### config.mk
export PLATFORM = sky130hd
export DESIGN_NAME = channel_tuner
export DESIGN_NICKNAME = d
export VERILOG_FILES = /design/src/hdl/tuner_pkg.sv /design/src/hdl/channel_tuner.sv
export SDC_FILE = /design/constraint.sdc
export NUM_CORES = 2
export LEC_CHECK = 0
export BUFFER_PORTS_ARGS = -buffer_cell sky130_fd_sc_hd__buf_2
export CAP_MARGIN = 20
export CORE_ASPECT_RATIO = 1.5
export CORE_MARGIN = 2
export CORE_UTILIZATION = 53
export DETAILED_ROUTE_END_ITERATION = 8
export GPL_ROUTABILITY_DRIVEN = 1
export PLACE_DENSITY = 0.71
export SETUP_SLACK_MARGIN = 0.15
export SKIP_CTS_REPAIR_TIMING = 1
export SLEW_MARGIN = 20
export SYNTH_ARGS = -nofsm -noshare
export SYNTH_HDL_FRONTEND = slang
export SYNTH_SLANG_ARGS = --single-unit
### constraint.sdc
create_clock -name clock_i -period 10.6 [get_ports clock_i]
set_input_delay 0 -clock clock_i [delete_from_list [all_inputs] [get_ports clock_i]]
set_output_delay 0 -clock clock_i [all_outputs]
set_load 0.05 [all_outputs]
### src/hdl/tuner_pkg.sv
package tuner_pkg;
   // ****************************************
   // register indices (byte address = 4 x index)
   // ****************************************
   localparam logic [9:0] IDX_HOLDOFF = 10'h084;
   localparam logic [9:0] IDX_FREQ_A = 10'h085;
   localparam logic [9:0] IDX_FREQ_B = 10'h086;
   localparam logic [9:0] IDX_PHASE = 10'h087;
   localparam logic [9:0] IDX_CONTROL = 10'h088;
   localparam logic [9:0] IDX_STATUS = 10'h089;
   localparam logic [9:0] IDX_SCALE = 10'h092;
   localparam logic [9:0] IDX_EXPCFG = 10'h093;
   // ****************************************
   // field positions and reset values
   // ****************************************
   localparam int CTL_BYPASS = 0;
   localparam int CTL_PDITHER = 1;
   localparam int CTL_ADITHER = 2;
   localparam int CTL_CLRHOP = 3;
   localparam int SCALE_QUIET_LSB = 5;
   localparam int SCALE_LOUD_LSB = 0;
   localparam int EXPCFG_INVERT = 0;
   localparam logic [15:0] REG_RESET = 16'h0000;
   localparam logic [4:0] EXP_BIAS = 5'h07;
   localparam logic [15:0] LFSR_SEED = 16'hACE1;
   localparam logic [15:0] LFSR_TAPS = 16'hB400;
   localparam int MANT_W = 14;
   localparam int OUT_W = 16;
   // ****************************************
   // carriers
   // ****************************************
   typedef struct packed {
      logic signed [13:0] mant_a;
      logic [2:0] exp_a;
      logic signed [13:0] mant_b;
      logic [2:0] exp_b;
      logic valid;
   } sample_in_t;
   typedef struct packed {
      logic signed [15:0] i;
      logic signed [15:0] q;
      logic valid;
   } iq_out_t;
   typedef struct packed {
      logic sleep;
      logic hop;
      logic start;
   } sync_ctl_t;
endpackage : tuner_pkg

### src/hdl/channel_tuner.sv
`timescale 1ns/1ps
`default_nettype none
module channel_tuner
   import tuner_pkg::*;
#(
   parameter int CHANNEL_INDEX = 0
)
(
   input wire logic clock_i,
   input wire logic rst_i,
   input wire logic psel_i,
   input wire logic penable_i,
   input wire logic pwrite_i,
   input wire logic [31:0] paddr_i,
   input wire logic [31:0] pwdata_i,
   output logic [31:0] prdata_o,
   output logic pready_o,
   output logic pslverr_o,
   input wire sample_in_t sample_i,
   input wire logic level_indicator_i,
   input wire sync_ctl_t sync_i,
   output var iq_out_t iq_o,
   output logic [4:0] scale_value_o
);
   // ****************************************
   // elaboration checks
   // ****************************************
   if (CHANNEL_INDEX < 0 || CHANNEL_INDEX > 7)
   begin : g_bad_channel
      $error("channel index must be 0 to 7");
   end

   // ****************************************
   // helpers
   // ****************************************
   // exponent driven arithmetic right shift, wraps mod 32
   function automatic logic signed [13:0] scale_mant(input logic signed [13:0] m,
      input logic [2:0] e, input logic [4:0] s, input logic inv);
      logic [4:0] sh;
      begin
         sh = inv ? 5'(EXP_BIAS - {2'b00, e} + s) : 5'({2'b00, e} + s);
         return m >>> sh;
      end
   endfunction : scale_mant

   // quarter wave sine, 17 points over 0..pi/2, point 0 in the low word
   localparam logic [271:0] QUARTER_TAB = {16'h7FFF,
      16'h7F61, 16'h7D89, 16'h7A7C, 16'h7641, 16'h70E2, 16'h6A6D, 16'h62F2, 16'h5A82,
      16'h5133, 16'h471C, 16'h3C56, 16'h30FB, 16'h2528, 16'h18F9, 16'h0C8C, 16'h0000};

   // sine of a 6-bit phase built from quarter wave symmetry
   function automatic logic signed [15:0] sine6(input logic [5:0] p);
      logic [4:0] k;
      logic signed [15:0] v;
      begin
         k = p[4] ? 5'(5'h10 - {1'b0, p[3:0]}) : {1'b0, p[3:0]};
         v = $signed(QUARTER_TAB[{k, 4'h0} +: 16]);
         return p[5] ? -v : v;
      end
   endfunction : sine6

   // ****************************************
   // registers
   // ****************************************
   logic [15:0] holdoff_ff;
   logic [31:0] shadow_ff;
   logic [31:0] active_ff;
   logic [15:0] offset_ff;
   logic [3:0] ctrl_ff;
   logic [9:0] scale_ff;
   logic exp_inv_ff;
   logic [15:0] cnt_ff;
   logic counting_ff;
   logic sleep_prev_ff;
   logic [31:0] acc_ff;
   logic [15:0] lfsr_ff;
   logic signed [13:0] sa_ff;
   logic signed [13:0] sb_ff;
   logic [5:0] phase_ff;
   logic s1_valid_ff;
   logic [9:0] idx;
   logic wr_en;
   logic hop_event;
   logic transfer;
   logic [4:0] nxt_scale;
   logic [15:0] phase_dith;

   assign idx = paddr_i[11:2];
   assign wr_en = psel_i && penable_i && pready_o && pwrite_i;

   // ****************************************
   // apb slave, one wait state
   // ****************************************
   always_ff @(posedge clock_i)
   begin
      if (rst_i)
      begin
         pready_o <= 1'b0;
         prdata_o <= 32'h0000_0000;
         pslverr_o <= 1'b0;
      end
      else if (psel_i && penable_i && !pready_o)
      begin
         pready_o <= 1'b1;
         pslverr_o <= 1'b0;
         case (idx)
            IDX_HOLDOFF: prdata_o <= {16'h0000, holdoff_ff};
            IDX_FREQ_A: prdata_o <= {16'h0000, shadow_ff[15:0]};
            IDX_FREQ_B: prdata_o <= {16'h0000, shadow_ff[31:16]};
            IDX_PHASE: prdata_o <= {16'h0000, offset_ff};
            IDX_CONTROL: prdata_o <= {28'h0000000, ctrl_ff};
            IDX_STATUS: prdata_o <= {30'h00000000, level_indicator_i, counting_ff};
            IDX_SCALE: prdata_o <= {22'h000000, scale_ff};
            IDX_EXPCFG: prdata_o <= {31'h00000000, exp_inv_ff};
            default:
            begin
               prdata_o <= 32'h0000_0000;
               pslverr_o <= 1'b1;
            end
         endcase
      end
      else
      begin
         pready_o <= 1'b0;
         pslverr_o <= 1'b0;
      end
   end

   // register writes; frequency words land in the shadow
   always_ff @(posedge clock_i)
   begin
      if (rst_i)
      begin
         holdoff_ff <= REG_RESET;
         shadow_ff <= {REG_RESET, REG_RESET};
         offset_ff <= REG_RESET;
         ctrl_ff <= 4'h0;
         scale_ff <= 10'h000;
         exp_inv_ff <= 1'b0;
      end
      else if (wr_en)
      begin
         case (idx)
            IDX_HOLDOFF: holdoff_ff <= pwdata_i[15:0];
            IDX_FREQ_A: shadow_ff[15:0] <= pwdata_i[15:0];
            IDX_FREQ_B: shadow_ff[31:16] <= pwdata_i[15:0];
            IDX_PHASE: offset_ff <= pwdata_i[15:0];
            IDX_CONTROL: ctrl_ff <= pwdata_i[3:0];
            IDX_SCALE: scale_ff <= pwdata_i[9:0];
            IDX_EXPCFG: exp_inv_ff <= pwdata_i[EXPCFG_INVERT];
            default: ;
         endcase
      end
   end

   // ****************************************
   // shadow transfer and holdoff
   // ****************************************
   // sleep exit or hop
   assign hop_event = (sleep_prev_ff && !sync_i.sleep) || sync_i.hop;
   assign transfer = counting_ff && (cnt_ff == 16'h0001);

   always_ff @(posedge clock_i)
   begin
      if (rst_i)
         sleep_prev_ff <= 1'b0;
      else
         sleep_prev_ff <= sync_i.sleep;
   end

   always_ff @(posedge clock_i)
   begin
      if (rst_i)
      begin
         cnt_ff <= 16'h0000;
         counting_ff <= 1'b0;
      end
      else if (hop_event)
      begin
         cnt_ff <= holdoff_ff;
         counting_ff <= (holdoff_ff != 16'h0000);
      end
      else if (counting_ff)
      begin
         cnt_ff <= 16'(cnt_ff - 16'h0001);
         counting_ff <= !transfer;
      end
   end

   // active frequency word
   always_ff @(posedge clock_i)
   begin
      if (rst_i)
         active_ff <= {REG_RESET, REG_RESET};
      else if (transfer)
         active_ff <= shadow_ff;
   end

   // ****************************************
   // oscillator
   // ****************************************
   // accumulator on this group's master clock
   always_ff @(posedge clock_i)
   begin
      if (rst_i)
         acc_ff <= 32'h0000_0000;
      else if (sync_i.start)
         acc_ff <= {offset_ff, 16'h0000};
      else if (transfer && ctrl_ff[CTL_CLRHOP])
         acc_ff <= {offset_ff, 16'h0000};
      else if (sample_i.valid)
         acc_ff <= 32'(acc_ff + active_ff);
   end

   // dither source
   always_ff @(posedge clock_i)
   begin
      if (rst_i)
         lfsr_ff <= LFSR_SEED;
      else
         lfsr_ff <= {1'b0, lfsr_ff[15:1]} ^ (lfsr_ff[0] ? LFSR_TAPS : 16'h0000);
   end

   assign phase_dith = ctrl_ff[CTL_PDITHER] ?
                       16'(acc_ff[31:16] + {6'h00, lfsr_ff[9:0]}) : acc_ff[31:16];

   // ****************************************
   // input scaling stage
   // ****************************************
   // field picked by level indicator
   assign nxt_scale = level_indicator_i ? scale_ff[SCALE_LOUD_LSB +: 5] :
                      scale_ff[SCALE_QUIET_LSB +: 5];

   always_ff @(posedge clock_i)
   begin
      if (rst_i)
      begin
         sa_ff <= 14'sh0000;
         sb_ff <= 14'sh0000;
         phase_ff <= 6'h00;
         s1_valid_ff <= 1'b0;
         scale_value_o <= 5'h00;
      end
      else
      begin
         s1_valid_ff <= sample_i.valid;
         if (sample_i.valid)
         begin
            sa_ff <= scale_mant(sample_i.mant_a, sample_i.exp_a, nxt_scale, exp_inv_ff);
            sb_ff <= scale_mant(sample_i.mant_b, sample_i.exp_b, nxt_scale, exp_inv_ff);
            phase_ff <= phase_dith[15:10];
            scale_value_o <= nxt_scale;
         end
      end
   end

   // ****************************************
   // mixer stage
   // ****************************************
   logic signed [15:0] cos_v;
   logic signed [15:0] sin_v;
   logic signed [29:0] prod_i;
   logic signed [29:0] prod_q;

   assign cos_v = sine6(6'(phase_ff + 6'h10)) ^
                  {15'h0000, ctrl_ff[CTL_ADITHER] & lfsr_ff[11]};
   assign sin_v = sine6(phase_ff) ^ {15'h0000, ctrl_ff[CTL_ADITHER] & lfsr_ff[12]};
   assign prod_i = sa_ff * cos_v;
   assign prod_q = 30'(-(sa_ff * sin_v));

   always_ff @(posedge clock_i)
   begin
      if (rst_i)
      begin
         iq_o <= '0;
      end
      else
      begin
         iq_o.valid <= s1_valid_ff;
         if (s1_valid_ff)
         begin
            if (ctrl_ff[CTL_BYPASS])
            begin
               iq_o.i <= {sa_ff, 2'b00};
               iq_o.q <= {sb_ff, 2'b00};
            end
            else
            begin
               iq_o.i <= prod_i[28:13];
               iq_o.q <= prod_q[28:13];
            end
         end
      end
   end

   // ****************************************
   // checks
   // ****************************************
   holdoff_zero_a: assert property (@(posedge clock_i) disable iff (rst_i)
      hop_event && holdoff_ff == 16'h0000 |=> !counting_ff ##1 !counting_ff)
      else $error("zero holdoff started a transfer");
   holdoff_xfer_a: assert property (@(posedge clock_i) disable iff (rst_i)
      counting_ff && cnt_ff == 16'h0001 && !hop_event |=> active_ff == $past(shadow_ff))
      else $error("shadow not moved at terminal count");
   shadow_hold_a: assert property (@(posedge clock_i) disable iff (rst_i)
      !transfer |=> active_ff == $past(active_ff))
      else $error("active word changed without transfer");
   start_load_a: assert property (@(posedge clock_i) disable iff (rst_i)
      sync_i.start |=> acc_ff == {$past(offset_ff), 16'h0000})
      else $error("start sync did not load offset");
   acc_step_a: assert property (@(posedge clock_i) disable iff (rst_i)
      sample_i.valid && !sync_i.start && !transfer
      |=> acc_ff == 32'($past(acc_ff) + $past(active_ff)))
      else $error("accumulator step wrong");
   bypass_path_a: assert property (@(posedge clock_i) disable iff (rst_i)
      s1_valid_ff && ctrl_ff[CTL_BYPASS] |=> iq_o.valid && iq_o.q == {$past(sb_ff), 2'b00})
      else $error("bypass did not route second input");
   scale_field_a: assert property (@(posedge clock_i) disable iff (rst_i)
      sample_i.valid && !level_indicator_i |=> scale_value_o == $past(scale_ff[9:5]))
      else $error("quiet field not used");
   exp_shift_a: assert property (@(posedge clock_i) disable iff (rst_i)
      sample_i.valid && !exp_inv_ff && nxt_scale == 5'h00
      |=> sa_ff == ($past(sample_i.mant_a) >>> $past(sample_i.exp_a)))
      else $error("plain exponent shift wrong");
   apb_wait_a: assert property (@(posedge clock_i) disable iff (rst_i)
      psel_i && penable_i && !pready_o |=> pready_o)
      else $error("apb answer late");
endmodule : channel_tuner
`default_nettype wire

==> metrics <==
Synth area leaders fa_1 (27%), dfxtp_1 (17%), ha_1 (8.3%); CTS root buf clkbuf_16; max incr delay on CP 0.56 ns; worst path required time ~11 ns; GRT Overall Usage 28.9%; FP Rows 110; dpl cells 4546; # IOs between 150 and 200; Area Overhead vs Synth 7.77%; via count about 26000; slowest CP cell fa_1; Fin. Hold Viols 8; cell area after synthesis 0.0321 mm^2; nets@finish around 4600; core region area between 0.06 and 0.07 mm^2; sequential cell area ~0.0054 mm^2; share of cells above drive strength 1 under 10%; Total Routed Length about 88000 um; HP Start rst_i; area leader, netlist fa_1; crit path launch phase_ff[0]; Power Total about 9.4 mW; Finished Core Util around 58%; RSZ-0062 raised after global routing no; status finished, violations left; YS warnings 0; vias per inst between 5 and 6; reg-to-reg critical path startpoint phase_ff[0]; # H-tree levels 1; Max Clk Rate 102 MHz; final cell count without fillers 4619; first-pass GRT wire length roughly 140000 um; Seq/Total Area, Yosys between 10% and 20%; asr flop ratio synth 0%; Clock Skews about 0.024 ns; FILL cells about 5500; final global-route overflow total 0; WL per Instance about 19 um; WP buf/inv 11; Worst Setup End Kind flip-flop; area share of the largest cell type after synthesis a little over a quarter; fin crit period slightly below 10 ns; Clk Latency, worst-skew pair between 0.5 and 0.6 ns; commonest cells after routing, fill and taps aside inv_1 (541), nand2_1 (504), fa_1 (426), nor2_1 (291), dfxtp_1 (267); dominant synthesized flop cell dfxtp_1; Slew Limit Headroom between 20% and 30%; Worst VDD drop slightly below 300 uV; Crit path top cell by count inv_1; CP Depth 42; Die X slightly above 200 um; TritonCTS buffer count 27; antenna viol nets, final 0; violated checks negative hold slack; First DRT Iteration DRCs roughly 1400; area of the multi-input gates roughly 0.024 mm^2; commonest non-fill, non-tap cell in the layout inv_1; synthesis-stage register bit count 268; RePlAce Congestion ~0.93; Crit path arrival time 10.34 ns; fin crit share roughly 93%; drt pass-1 iters 6; post-detail-place hpwl 68200 um; Min-Delay Path Depth 2; Worst path top cell family by delay adder cells; total negative slack 0 ns; Max-Cap Viols 0; Post-Syn Instances 3773; worst reg2reg path depth 42; final setup fails 0; Num Clock Sinks 268; number of synthesized flops with an enable pin 0; worst-case clock buffer depth 3; vias in the first global route ~27000; Power Density between 200 and 300 mW/mm^2; post-synth cell types 96; initial core utilization approximately 54%; Slew @ Worst Pin ~1.1 ns; CTS tree done; Port Buf Inserts 125; Fin Hold WS -0.0338 ns; die height around 300 um; Max Slew Vio Count 0; Die Area approximately 0.063 mm^2; Mean Syn Cell Area between 8 and 9 um^2; critical path startpoint category flip-flop; crit-path max FO 14; critical path type reg -> reg; largest net degree at the start of global routing 92; Hold Crit Class in -> reg; DRC 0; initial antenna violation count 4; leakage ~16 nW; Clock transition at path regs roughly 0.07 ns
-- synthesized netlist by cell type, types with 7 or more instances --
cell / instances
inv_1: 541
buf_2: 21
o211ai_1: 21
and3_1: 14
nand3_1: 41
and2_1: 195
xnor2_1: 89
buf_4: 21
xor2_1: 52
fa_1: 426
a21oi_1: 200
dfxtp_1: 268
a221oi_1: 10
buf_1: 19
a211o_1: 7
o21ai_0: 79
or2_2: 13
nand2b_1: 30
nor3_1: 31
mux2_2: 13
a211oi_1: 74
or3_1: 14
a31oi_1: 19
a311oi_1: 21
o21bai_1: 7
nor4_1: 11
ha_1: 213
a22oi_1: 9
a31o_2: 8
nor2b_1: 42
mux2i_1: 86
clkbuf_1: 171
nor3b_1: 7
mux4_2: 30
nor2_1: 291
nand2_1: 504
a21o_1: 45
nand4_1: 12
o31ai_1: 8
o21a_1: 14
-- kinds of logic after synthesis --
| group | after synthesis | share of synthesized area (%) |
|---|---|---|
| muxes | 129 | 5.24 |
| DFF | 268 | 16.7 |
| buffers and inverters | 777 | 9.46 |
| and+or+nand+nor | 1243 | 18.2 |
| other | 1 | 0.0117 |
| AOI/OAI and AO/OA | 573 | 11.6 |
| xor gates and xnor gates | 143 | 3.95 |
| adders and majority gates | 639 | 34.9 |
-- final timing paths --
kind | slack (ns) | endpoint
worst max-delay path | 0.79 | iq_o[32]
worst min-delay path | -0.03 | iq_o[0]
worst max register to register | 0.79 | iq_o[32]
worst min register to register | 0.43 | lfsr_ff[9]
-- per-layer routing --
| metal | vias up | track usage [%] | share of wire [%] |
|---|---|---|---|
| met5 | - | 0 | 0 |
| met4 | 0 | 17.3 | 7.0 |
| met3 | 272 | 2.83 | 4.6 |
| met2 | 754 | 52.2 | 51 |
| met1 | 12900 | 32.8 | 37 |
| li1 | 12200 | - | - |
-- report_power, final --
part	leakage, nW	switching [mW]	internal, mW	total, mW
Clock	0.453	0.461	0.606	1.07
Sequential	2.19	0.0507	1.08	1.13
Combinational	13.0	4.20	2.97	7.17
-- sequential cells by signal, indices dropped and copies added, names as in the netlist, 14 cells and up --
register	cells
active_ff	32
lfsr_ff	16
acc_ff	32
sa_ff	14
iq_o	33
sb_ff	14
prdata_o	16
offset_ff	16
cnt_ff	16
holdoff_ff	16
shadow_ff	32
-- final cells by class --
cell class / instances / area share [%]
multi-input cells: 2743 / 68.7
flip-flops and latches: 268 / 15.5
inverters: 543 / 5.89
repair buffers: 229 / 4.25
well taps: 784 / 2.83
clock buffers: 36 / 2.19
clock inverters: 13 / 0.579
diodes: 3 / 0.0217
-- through the flow --
stage | hold slack (ns) | cell area (um^2) | worst slack [ns]
2_1_floorplan | 0.135 | 32200 | 1.15
3_3_place_gp | 0.248 | 33400 | 0.823
3_5_place_dp | 0.266 | 33400 | 0.755
4_1_cts | -0.337 | 34400 | 0.731
5_1_grt | 0.0150 | 34600 | 0.174
6_report | -0.0338 | 34600 | 0.787
Note: power is estimated with default switching activity, not from simulation.
